### config.mk
export PLATFORM = sky130hd
export DESIGN_NAME = irq_prio_ctrl
export DESIGN_NICKNAME = d
export VERILOG_FILES = /design/src/rtl/irq_prio_pkg.sv /design/src/rtl/irq_prio_ctrl.sv /design/src/rtl/irq_edge_det.sv
export SDC_FILE = /design/constraint.sdc
export NUM_CORES = 1
export LEC_CHECK = 0
export BUFFER_PORTS_ARGS = -buffer_cell sky130_fd_sc_hd__buf_4
export CORE_ASPECT_RATIO = 1.5
export CORE_MARGIN = 3
export CORE_UTILIZATION = 48
export DETAILED_ROUTE_END_ITERATION = 8
export PLACE_DENSITY = 0.77
export SYNTH_ARGS = -nofsm -noshare
export SYNTH_HDL_FRONTEND = slang
export SYNTH_HIERARCHICAL = 1
export SYNTH_SLANG_ARGS = --single-unit
### constraint.sdc
create_clock -name MCLK_IN -period 1.59 [get_ports MCLK_IN]
set_input_delay 0.159 -clock MCLK_IN [delete_from_list [all_inputs] [get_ports MCLK_IN]]
set_output_delay 0.159 -clock MCLK_IN [all_outputs]
set_load 0.005 [all_outputs]
### src/rtl/irq_prio_pkg.sv
package irq_prio_pkg;
   localparam int          ADDR_W      = 21;
   localparam int          NUM_SRC     = 8;
   localparam int          NUM_PIN     = 3;
   localparam logic [20:0] VEC_HIGH    = 21'h000008;
   localparam logic [20:0] VEC_LOW     = 21'h000018;
   localparam int          CTRL_GH_BIT = 7;
   localparam int          CTRL_GL_BIT = 6;
   localparam int          RST_PRIO_BIT = 7;
   localparam logic        PRIO_MODE_RST = 1'b0;
   localparam logic        EDGE_SEL_RST  = 1'b1;
   localparam int          LAT_MIN_CYC   = 3;
   localparam int          LAT_MAX_CYC   = 4;
   typedef enum logic [1:0] {
      LVL_IDLE = 2'b00,
      LVL_LOW  = 2'b01,
      LVL_HIGH = 2'b11,
      LVL_HNL  = 2'b10
   } lvl_t;
endpackage

### src/rtl/irq_prio_ctrl.sv
`timescale 1ns/10ps
`default_nettype none
module irq_prio_ctrl #(
   parameter int NSRC = irq_prio_pkg::NUM_SRC,
   parameter int NPIN = irq_prio_pkg::NUM_PIN
) (
   input  wire logic                             MCLK_IN,
   input  wire logic                             RST_IN,
   input  wire logic [NPIN-1:0]                  EXT_PIN_IN,
   input  wire logic [NPIN-1:0]                  EXT_EDGE_WR_IN,
   input  wire logic [NPIN-1:0]                  EXT_EDGE_WDATA_IN,
   input  wire logic [NSRC-1:0]                  SRC_EVENT_IN,
   input  wire logic [NSRC-1:0]                  SRC_PERIPH_IN,
   input  wire logic [NSRC-1:0]                  FLAG_CLR_IN,
   input  wire logic [NSRC-1:0]                  ENABLE_WDATA_IN,
   input  wire logic                             ENABLE_WR_IN,
   input  wire logic [NSRC-1:0]                  PRIO_WDATA_IN,
   input  wire logic                             PRIO_WR_IN,
   input  wire logic                             PRIO_MODE_WDATA_IN,
   input  wire logic                             PRIO_MODE_WR_IN,
   input  wire logic [1:0]                       CTRL_WDATA_IN,
   input  wire logic                             CTRL_WR_IN,
   input  wire logic                             RETURN_IRQ_IN,
   input  wire logic                             ACK_IN,
   input  wire logic [irq_prio_pkg::ADDR_W-1:0]  RET_ADDR_IN,
   output logic [NSRC+NPIN-1:0]                  FLAG_OUT,
   output logic                                  PRIO_MODE_OUT,
   output logic                                  HIGH_EN_OUT,
   output logic                                  LOW_EN_OUT,
   output logic                                  IRQ_REQ_OUT,
   output logic [irq_prio_pkg::ADDR_W-1:0]       VECTOR_OUT,
   output logic                                  PUSH_OUT,
   output logic [irq_prio_pkg::ADDR_W-1:0]       PUSH_ADDR_OUT,
   output logic                                  LOAD_PC_OUT,
   output logic [1:0]                            LEVEL_OUT
);
   import irq_prio_pkg::*;
   localparam int NALL = NSRC + NPIN;
   localparam int LAT_LO = LAT_MIN_CYC;
   localparam int LAT_HI = LAT_MAX_CYC;

   // Source map: [NSRC-1:0] internal sources, top NPIN are the pins
   typedef struct packed {
      logic [NALL-1:0]   flag;
      logic [NALL-1:0]   en;
      logic [NALL-1:0]   prio;
      logic [NPIN-1:0]   edge_sel;
      logic              prio_mode;
      logic              gie_h;
      logic              gie_l;
      lvl_t              lvl;
      logic              req;
      logic              req_high;
      logic [ADDR_W-1:0] vec;
      logic              push;
      logic [ADDR_W-1:0] push_addr;
   } st_t;

   st_t q;
   st_t next_q;
   logic [NPIN-1:0] pin_ev;

   genvar gi;
   generate
      for (gi = 0; gi < NPIN; gi++) begin : g_pin
         irq_edge_det u_det (
            .clk_in      (MCLK_IN),
            .rst_in      (RST_IN),
            .pin_in      (EXT_PIN_IN[gi]),
            .rise_sel_in (q.edge_sel[gi]),
            .event_out   (pin_ev[gi])
         );
      end
   endgenerate

   logic [NALL-1:0] events;
   logic [NALL-1:0] periph;
   logic [NALL-1:0] active;
   logic            any_high;
   logic            any_low;
   logic            any_compat;
   assign events = {pin_ev, SRC_EVENT_IN};
   assign periph = {{NPIN{1'b0}}, SRC_PERIPH_IN};
   assign active = q.flag & q.en;

   always_comb begin
      any_high   = 1'b0;
      any_low    = 1'b0;
      any_compat = 1'b0;
      for (int i = 0; i < NALL; i++) begin
         if (active[i] && q.prio[i]) begin
            any_high = 1'b1;
         end
         if (active[i] && !q.prio[i]) begin
            any_low = 1'b1;
         end
         // Priority bits play no part here
         if (active[i] && (!periph[i] || q.gie_l)) begin
            any_compat = 1'b1;
         end
      end
   end

   logic take_high;
   logic take_low;
   logic take_compat;
   always_comb begin
      take_high   = q.prio_mode && q.gie_h && any_high && !q.req;
      // High wins a tie; low stays pending
      take_low    = q.prio_mode && q.gie_l && any_low && !q.req &&
                    !take_high && (q.lvl == LVL_IDLE);
      take_compat = !q.prio_mode && q.gie_h && any_compat && !q.req;
   end

   always_comb begin
      next_q = q;
      // Set beats a same-cycle clear; enables never gate the flag
      for (int i = 0; i < NSRC; i++) begin
         next_q.flag[i] = events[i] | (q.flag[i] & ~FLAG_CLR_IN[i]);
      end
      for (int i = NSRC; i < NALL; i++) begin
         next_q.flag[i] = events[i] | q.flag[i];
      end
      if (ENABLE_WR_IN) begin
         next_q.en[NSRC-1:0] = ENABLE_WDATA_IN;
      end
      if (PRIO_WR_IN) begin
         next_q.prio[NSRC-1:0] = PRIO_WDATA_IN;
      end
      for (int j = 0; j < NPIN; j++) begin
         if (EXT_EDGE_WR_IN[j]) begin
            next_q.edge_sel[j] = EXT_EDGE_WDATA_IN[j];
         end
      end
      if (PRIO_MODE_WR_IN) begin
         next_q.prio_mode = PRIO_MODE_WDATA_IN;
      end
      if (CTRL_WR_IN) begin
         next_q.gie_h = CTRL_WDATA_IN[1];
         next_q.gie_l = CTRL_WDATA_IN[0];
      end
      next_q.push = 1'b0;
      if (q.req && ACK_IN) begin
         // Core takes the vector: stack return address, load the PC
         next_q.req       = 1'b0;
         next_q.push      = 1'b1;
         next_q.push_addr = RET_ADDR_IN;
         if (!q.prio_mode) begin
            next_q.gie_h = 1'b0;
            next_q.lvl   = LVL_LOW;
         end else if (q.req_high) begin
            next_q.gie_h = 1'b0;
            next_q.lvl   = (q.lvl == LVL_LOW) ? LVL_HNL : LVL_HIGH;
         end else begin
            next_q.gie_l = 1'b0;
            next_q.lvl   = LVL_LOW;
         end
      end else if (take_high) begin
         // Preempts a low routine since lvl is not consulted
         next_q.req      = 1'b1;
         next_q.req_high = 1'b1;
         next_q.vec      = VEC_HIGH;
      end else if (take_low) begin
         next_q.req      = 1'b1;
         next_q.req_high = 1'b0;
         next_q.vec      = VEC_LOW;
      end else if (take_compat) begin
         next_q.req      = 1'b1;
         next_q.req_high = 1'b1;
         next_q.vec      = VEC_HIGH;
      end else if (RETURN_IRQ_IN && !q.req) begin
         case (q.lvl)
            LVL_HIGH: begin
               next_q.gie_h = 1'b1;
               next_q.lvl   = LVL_IDLE;
            end
            LVL_HNL: begin
               next_q.gie_h = 1'b1;
               next_q.lvl   = LVL_LOW;
            end
            LVL_LOW: begin
               if (q.prio_mode) begin
                  next_q.gie_l = 1'b1;
               end else begin
                  next_q.gie_h = 1'b1;
               end
               next_q.lvl = LVL_IDLE;
            end
            default: begin
               if (q.prio_mode) begin
                  next_q.gie_l = 1'b1;
               end else begin
                  next_q.gie_h = 1'b1;
               end
            end
         endcase
      end
   end

   always_ff @(posedge MCLK_IN) begin
      if (RST_IN) begin
         q           <= '0;
         q.edge_sel  <= {NPIN{EDGE_SEL_RST}};
         q.prio_mode <= PRIO_MODE_RST;
         q.lvl       <= LVL_IDLE;
      end else begin
         q <= next_q;
      end
   end

   assign FLAG_OUT      = q.flag;
   assign PRIO_MODE_OUT = q.prio_mode;
   assign HIGH_EN_OUT   = q.gie_h;
   assign LOW_EN_OUT    = q.gie_l;
   assign IRQ_REQ_OUT   = q.req;
   assign VECTOR_OUT    = q.vec;
   assign PUSH_OUT      = q.push;
   assign PUSH_ADDR_OUT = q.push_addr;
   assign LOAD_PC_OUT   = q.push;
   assign LEVEL_OUT     = q.lvl;

   property p_high_vec;
      @(posedge MCLK_IN) disable iff (RST_IN)
      $rose(q.req) && q.req_high |-> q.vec == VEC_HIGH;
   endproperty
   a_high_vec: assert property (p_high_vec)
      else $error("high request with wrong vector");

   property p_low_vec;
      @(posedge MCLK_IN) disable iff (RST_IN)
      $rose(q.req) && !q.req_high |-> q.vec == VEC_LOW && q.prio_mode;
   endproperty
   a_low_vec: assert property (p_low_vec)
      else $error("low request with wrong vector or mode");

   property p_compat_vec;
      @(posedge MCLK_IN) disable iff (RST_IN)
      $rose(q.req) && !q.prio_mode |-> q.vec == VEC_HIGH;
   endproperty
   a_compat_vec: assert property (p_compat_vec)
      else $error("compat request not at high vector");

   property p_no_low_in_high;
      @(posedge MCLK_IN) disable iff (RST_IN)
      (q.lvl == LVL_HIGH || q.lvl == LVL_HNL) |=> !($rose(q.req) && !q.req_high);
   endproperty
   a_no_low_in_high: assert property (p_no_low_in_high)
      else $error("low request during high routine");

   property p_clear_gie;
      @(posedge MCLK_IN) disable iff (RST_IN)
      q.req && ACK_IN && q.req_high |=> !q.gie_h && q.push;
   endproperty
   a_clear_gie: assert property (p_clear_gie)
      else $error("enable not cleared on acceptance");

   property p_push_addr;
      @(posedge MCLK_IN) disable iff (RST_IN)
      q.req && ACK_IN |=> q.push_addr == $past(RET_ADDR_IN);
   endproperty
   a_push_addr: assert property (p_push_addr)
      else $error("wrong return address pushed");

   property p_flag_set;
      @(posedge MCLK_IN) disable iff (RST_IN)
      SRC_EVENT_IN[0] |=> q.flag[0];
   endproperty
   a_flag_set: assert property (p_flag_set)
      else $error("event did not set flag");

   property p_tie_high;
      @(posedge MCLK_IN) disable iff (RST_IN)
      q.prio_mode && q.gie_h && q.gie_l && any_high && any_low && !q.req
      |=> q.req && q.req_high && q.vec == VEC_HIGH;
   endproperty
   a_tie_high: assert property (p_tie_high)
      else $error("low won over high");

   property p_pin_latency;
      @(posedge MCLK_IN) disable iff (RST_IN)
      $rose(EXT_PIN_IN[0]) && q.edge_sel[0] && !EXT_EDGE_WR_IN[0]
      |-> ##[LAT_LO:LAT_HI] q.flag[NSRC];
   endproperty
   a_pin_latency: assert property (p_pin_latency)
      else $error("pin flag not set in time");

   property p_low_clear;
      @(posedge MCLK_IN) disable iff (RST_IN)
      q.prio_mode && q.req && ACK_IN && !q.req_high
      |=> !q.gie_l && q.push && q.lvl == LVL_LOW;
   endproperty
   a_low_clear: assert property (p_low_clear)
      else $error("low enable not cleared on acceptance");

   property p_ret_high;
      @(posedge MCLK_IN) disable iff (RST_IN)
      RETURN_IRQ_IN && !q.req && q.lvl == LVL_HIGH && !take_high
      |=> q.gie_h && q.lvl == LVL_IDLE;
   endproperty
   a_ret_high: assert property (p_ret_high)
      else $error("return from high routine did not re-enable");

   property p_ret_low;
      @(posedge MCLK_IN) disable iff (RST_IN)
      q.prio_mode && RETURN_IRQ_IN && !q.req && q.lvl == LVL_LOW
      && !take_high |=> q.gie_l && q.lvl == LVL_IDLE;
   endproperty
   a_ret_low: assert property (p_ret_low)
      else $error("return from low routine did not re-enable");
endmodule
`default_nettype wire

### src/rtl/irq_edge_det.sv
`timescale 1ns/10ps
`default_nettype none
module irq_edge_det (
   input  wire logic clk_in,
   input  wire logic rst_in,
   input  wire logic pin_in,
   input  wire logic rise_sel_in,
   output logic      event_out
);
   typedef struct packed {
      logic s1;
      logic s2;
      logic s3;
      logic ev;
      logic [2:0] warm;
   } det_t;
   det_t q;
   det_t next_q;
   always_comb begin
      next_q    = q;
      next_q.s1 = pin_in;
      next_q.s2 = q.s1;
      next_q.s3 = q.s2;
      next_q.warm = {q.warm[1:0], 1'b1};
      // Quiet until the chain holds real samples, else a pin idling high
      // fakes a rising edge after reset; an edge that early is lost
      // Edge polarity chosen live; a select change alone fakes no edge but can drop one in flight
      next_q.ev = q.warm[2] &
                  (rise_sel_in ? (q.s2 & ~q.s3) : (~q.s2 & q.s3));
   end
   always_ff @(posedge clk_in) begin
      if (rst_in) begin
         q <= '0;
      end else begin
         q <= next_q;
      end
   end
   assign event_out = q.ev;
endmodule
`default_nettype wire

Word-level counts from Yosys, hierarchy flattened --
Index checks and enable logic that the tools add are counted.
Storage, ports and cells: bits in registers 101, output and inout port bits 61
Cells by class: equal/unequal tests 6, reduce and logical (&&, ||, !) cells 73, mux-type cells 58, bitwise gates (word level) 44
Operator list (count):
- $mux W23 | 3
- $mux W1 | 45
- $logic_and A1 B1 Y1 | 37
- $mux W22 | 1
- $logic_not A1 Y1 | 19
- $and A1 B1 Y1 | 17
- $mux W4 | 4
- $not A1 Y1 | 15
- $and A11 B8 Y11 | 1
- $or A1 B1 Y1 | 11
- $logic_or A1 B1 Y1 | 8
- $mux W2 | 3
- $ne A2 B1 Y1 const B | 3
- $reduce_bool A3 Y1 | 2
- $reduce_or A2 Y1 | 3
- $mux W5 | 1
- $reduce_and A5 Y1 | 1
- $eq A2 B2 Y1 const B | 2
- $pmux W2 S2 | 1
- $eq A2 B1 Y1 const B | 1
- $logic_not A2 Y1 | 1
- $reduce_and A2 Y1 | 1
- $reduce_bool A2 Y1 | 1

Longest topological paths before layout --
word-level depth 20, mapped depth 5

Hierarchy --
Netlist, hierarchy kept.
By module, submodules not included:
- irq_prio_ctrl | cells an instance 343, area each 2901.5 um2, times used 1, sequential area each 1221.2 um2
- irq_edge_det | cells an instance 16, area each 203.9 um2, times used 3, sequential area each 140.1 um2

Worst setup path after synthesis --
No wires, ideal clock.
kind register to register, from register q, in the netlist LOW_EN_OUT, to register q, in the netlist IRQ_REQ_OUT, setup slack 115 ps, period minus slack after synthesis 1475 ps, library setup time 116 ps, data required time 1474 ps, arrival 1359 ps, cell stages (with the launch flop) 6, path through dfxtp_1 > and2b_1 > o22ai_2 > nor4_4 > o211ai_2 > o211a_1
On the way: longest elaborated chain between the ends 16, elaborated cells between the ends (all ways) 37, classes of those cells mux (13); reduce/logical (24)
RTL lines:
- start, declared | RTL line irq_prio_ctrl.sv:59 | st_t q;
- start signal, assigned | RTL line irq_prio_ctrl.sv:207 | q <= next_q;
- $logic_or A1 B1 Y1 | RTL line irq_prio_ctrl.sv:98 | if (active[i] && (!periph[i] || q.gie_l)) begin
- $logic_and A1 B1 Y1 | RTL line irq_prio_ctrl.sv:98
- $mux W1 (11 in a row) | RTL line irq_prio_ctrl.sv:98
- $logic_and A1 B1 Y1 (2 in a row) | RTL line irq_prio_ctrl.sv:112 | take_compat = !q.prio_mode && q.gie_h && any_compat && !q.req;
- $reduce_bool A3 Y1 (no line)
Parallel ways exist; a longest one is shown, timed or not. A chain may end at the register's enable or synchronous reset.

Worst setup path in the final report --
from register q, in the netlist LOW_EN_OUT, to register q[43] (netlist name)
On the way: longest elaborated chain between the ends 17, elaborated cells between the ends (all ways) 38, classes of those cells mux (13); reduce/logical (25)
RTL lines (RTL line):
- $logic_or A1 B1 Y1 | irq_prio_ctrl.sv:98
- $logic_and A1 B1 Y1 | irq_prio_ctrl.sv:98
- $mux W1 (11 in a row) | irq_prio_ctrl.sv:98
- $logic_and A1 B1 Y1 (2 in a row) | irq_prio_ctrl.sv:112
- $reduce_bool A3 Y1 (no line)
- $reduce_and A2 Y1 (no line)
Parallel ways exist; a longest one is shown, timed or not.

==> summary.json <==
{
  "power_density": {"value": 942.8, "unit": "mW/mm²"},
  "max-clock-path-buffers": {"value": 2},
  "routability_driven_placement_congestion_ratio": {"value": 0.8344},
  "synth.area.top_cells": {"value": "sky130_fd_sc_hd__dfxtp_1 (47%), sky130_fd_sc_hd__buf_4 (12%), sky130_fd_sc_hd__nand2_1 (6.2%), sky130_fd_sc_hd__mux2i_1 (6.0%), sky130_fd_sc_hd__a21oi_1 (4.4%)"},
  "area_growth": {"value": 28.45, "unit": "%"},
  "nNetsFinal": {"value": 567},
  "netlist_instances": {"value": 391},
  "worst_r2r_path_depth": {"value": 5},
  "layout.cells.most_common_list": {"value": "sky130_fd_sc_hd__buf_4 (127), sky130_fd_sc_hd__dfxtp_1 (81), sky130_fd_sc_hd__nand2_1 (58)"},
  "largest_net_degree_at_the_start_of_global_routing": {"value": 46},
  "fin_worst_skew": {"value": 8.850, "unit": "ps"},
  "post_drt_wl_per_cell": {"value": 12.59, "unit": "µm"},
  "fraction_of_final_layout_cells_with_drive_strength_greater_than_1": {"value": 0.3320},
  "cts_buffers": {"value": 9},
  "min_path_cells": {"value": 3},
  "critPathRequiredTime": {"value": 1840, "unit": "ps"},
  "drc": {"value": 0},
  "reg2reg_to": {"value": "q[43]"},
  "static-leakage-power": {"value": 2.105, "unit": "nW"},
  "clock_tree.htree_level_count": {"value": 3},
  "antenna_found_initial": {"value": 0},
  "rows": {"value": 37},
  "crit_path_start_kind": {"value": "flip-flop"},
  "layout.cells.most_common": {"value": "sky130_fd_sc_hd__buf_4"},
  "num_antenna_cells": {"value": 0},
  "initial_utilization": {"value": 0.5026},
  "cts.reportedPaths.clkPinSlew": {"value": 80, "unit": "ps"},
  "syn_area_per_cell": {"value": 8.986, "unit": "µm²"},
  "cts.sink_count": {"value": 82},
  "die_x": {"value": 75.86, "unit": "µm"},
  "pre_cts_setup_slack": {"value": -7.527, "unit": "ps"},
  "core_area": {"value": 0.006990, "unit": "mm²"},
  "ant_nets": {"value": 0},
  "die_h": {"value": 110.8, "unit": "µm"},
  "place_hpwl": {"value": 5637, "unit": "µm"},
  "clock_tree_from_tritoncts": {"value": "built"},
  "global_route.usage.total": {"value": 0.1811},
  "first_global_vias": {"value": 2610},
  "drtPass1Iterations": {"value": 4},
  "grt_pass1_wl": {"value": 11790, "unit": "µm"},
  "worstHoldPathType": {"value": "input port to flip-flop"},
  "synth-seq-cells": {"value": 82},
  "synth_largest_type_area_fraction": {"value": 0.4672},
  "reg2reg_slack": {"value": 30, "unit": "ps"},
  "data_arrival_time_of_the_worst_path": {"value": 1810, "unit": "ps"},
  "global_route.overflow_total": {"value": 0},
  "clk-insertion-delay-late": {"value": 350, "unit": "ps"},
  "synth.yosys.warnings": {"value": 6},
  "number_of_i_o_pins": {"value": 142},
  "port_buffers": {"value": 122},
  "synth_flop_cell": {"value": "sky130_fd_sc_hd__dfxtp_1"},
  "finalSetupViolations": {"value": 0},
  "part_of_the_cycle_the_worst_path_needs": {"value": 0.9830},
  "maxSlewViolCount": {"value": 0},
  "ir_drop": {"value": 0.7451, "unit": "mV"},
  "timing.max_cap.violations": {"value": 0},
  "root_buffer": {"value": "sky130_fd_sc_hd__clkbuf_8"},
  "ys_seq_area_frac": {"value": 0.4672},
  "setup_slack": {"value": 27.04, "unit": "ps"},
  "crit-reg2reg-launch": {"value": "LOW_EN_OUT"},
  "routed_wl": {"value": 7402, "unit": "µm"},
  "grt_setup_unrepaired": {"value": "yes"},
  "finalCriticalPeriod": {"value": 1563, "unit": "ps"},
  "worst_setup_path_startpoint": {"value": "LOW_EN_OUT"},
  "route.vias.total": {"value": 2768},
  "drt-vias-per-instance": {"value": 4.707},
  "initialDrtViolationCount": {"value": 115},
  "die_area": {"value": 0.008403, "unit": "mm²"},
  "peak_fanout_along_the_critical_path": {"value": 7},
  "run_status": {"value": "finished, final reports clean"},
  "yosysUniqueCellTypes": {"value": 38},
  "worst_setup_path_end_kind": {"value": "flip-flop"},
  "fill_cells": {"value": 630},
  "yosys.area.top_type": {"value": "sky130_fd_sc_hd__dfxtp_1"},
  "synth-edff-count": {"value": 0},
  "final_core_util": {"value": 0.6456},
  "hold_start": {"value": "SRC_EVENT_IN[2]"},
  "hold-path-endpoint": {"value": "FLAG_OUT[2]"},
  "hold_slack": {"value": 16.02, "unit": "ps"},
  "hold_violations": {"value": 0},
  "max_clock_freq": {"value": 639.8, "unit": "MHz"},
  "ys_async_sr_fraction": {"value": 0},
  "total_power": {"value": 4.255, "unit": "mW"},
  "syn-cell-area": {"value": 0.003513, "unit": "mm²"},
  "critPathKind": {"value": "flip-flop to flip-flop"}
}
## final cells by class
| cell class | instances | area (µm²) | share of cell area |
|---|---|---|---|
| flip-flops and latches | 82 | 1645 | 0.3646 |
| repair buffers | 135 | 1045 | 0.2315 |
| well taps | 97 | 121.4 | 0.02689 |
| clock buffers | 11 | 141.4 | 0.03133 |
| multi-input cells | 246 | 1453 | 0.3219 |
| inverters | 12 | 45.04 | 0.009981 |
| clock inverters | 5 | 62.56 | 0.01386 |
## cells by family (layout without fill, tap and decap cells)
| family | count (synthesis) | in the layout | share of synthesized area |
|---|---|---|---|
| and+or+nand+nor | 149 | 149 | 0.2140 |
| DFF | 82 | 82 | 0.4672 |
| buffers and inverters | 81 | 163 | 0.1464 |
| AOI/OAI and AO/OA | 57 | 57 | 0.1115 |
| muxes | 21 | 21 | 0.05983 |
| other | 1 | 19 | 0.001067 |
## synth_stat cells (3+ instances only)
cell                       number
sky130_fd_sc_hd__nand3_1        9
sky130_fd_sc_hd__a21oi_1       31
sky130_fd_sc_hd__nand3b_1       7
sky130_fd_sc_hd__mux2i_1       21
sky130_fd_sc_hd__buf_4         56
sky130_fd_sc_hd__o22ai_1        5
sky130_fd_sc_hd__nand2_1       58
sky130_fd_sc_hd__and3b_1        3
sky130_fd_sc_hd__dfxtp_1       82
sky130_fd_sc_hd__nor3b_1        3
sky130_fd_sc_hd__clkbuf_1      12
sky130_fd_sc_hd__and2b_2        6
sky130_fd_sc_hd__nand2b_1       4
sky130_fd_sc_hd__inv_1         11
sky130_fd_sc_hd__nor2b_1       15
sky130_fd_sc_hd__nor2_1        34
sky130_fd_sc_hd__o211a_1        6
sky130_fd_sc_hd__nor2b_2        3
## flip-flops by register name, summed over array words and instances (netlist names)
signal and count:
PUSH_ADDR_OUT 21, LOW_EN_OUT 1, VECTOR_OUT 2, LEVEL_OUT 2, PRIO_MODE_OUT 1, LOAD_PC_OUT 1
HIGH_EN_OUT 1, g_pin.u_det/next_q 12, g_pin.u_det/q 6, g_pin.u_det/event_out 3, q 20, FLAG_OUT 11
IRQ_REQ_OUT 1
## per-layer routing
layer | part of all wire | track usage | vias up
li1 | - | - | 1409
met1 | 0.38 | 0.2013 | 1241
met2 | 0.51 | 0.3003 | 101
met3 | 0.084 | 0.05989 | 17
met4 | 0.021 | 0.08285 | 0
met5 | 0 | 0 | -
## worst max-delay path by stage
stage | to | cells after the start
global route | q[43] | 5
finish | q[43] | 5
detailed placement | q[43] | 5
floorplan | IRQ_REQ_OUT | 5
global placement | IRQ_REQ_OUT | 5
CTS | q[43] | 5
## per-stage QoR
stage	std cells	TNS [ps]	area (µm²)
after floorplan	409	0	3581
after global placement	564	0	4199
after detailed placement	564	-15.01	4199
after CTS	586	0	4464
after global routing	588	-116.2	4513
final	588	0	4513
## power breakdown
group	total, mW	internal [mW]	switching (mW)
combinational	0.536	0.315	0.221
clock	1.51	0.777	0.732
sequential	2.21	2.14	0.0665
## critical path, stage by stage, from the launching register on
cell	delay, ps
sky130_fd_sc_hd__dfxtp_4	370
sky130_fd_sc_hd__and2b_2	240
sky130_fd_sc_hd__o22ai_4	80
sky130_fd_sc_hd__nor4_4	350
sky130_fd_sc_hd__o211ai_2	170
sky130_fd_sc_hd__o211a_1	250
## repair_timing
| item | in CTS | in global routing |
|---|---|---|
| resized for setup | 1 | 8 |
| hold endpoints to repair | 6 | 0 |
| pin swaps | 1 | 5 |
| setup endpoints to repair | 2 | 6 |
| buffers inserted | 0 | 2 |
| hold buffers | 6 | 0 |
| gates cloned | 0 | 0 |
Note: power is estimated with default switching activity, not from simulation.
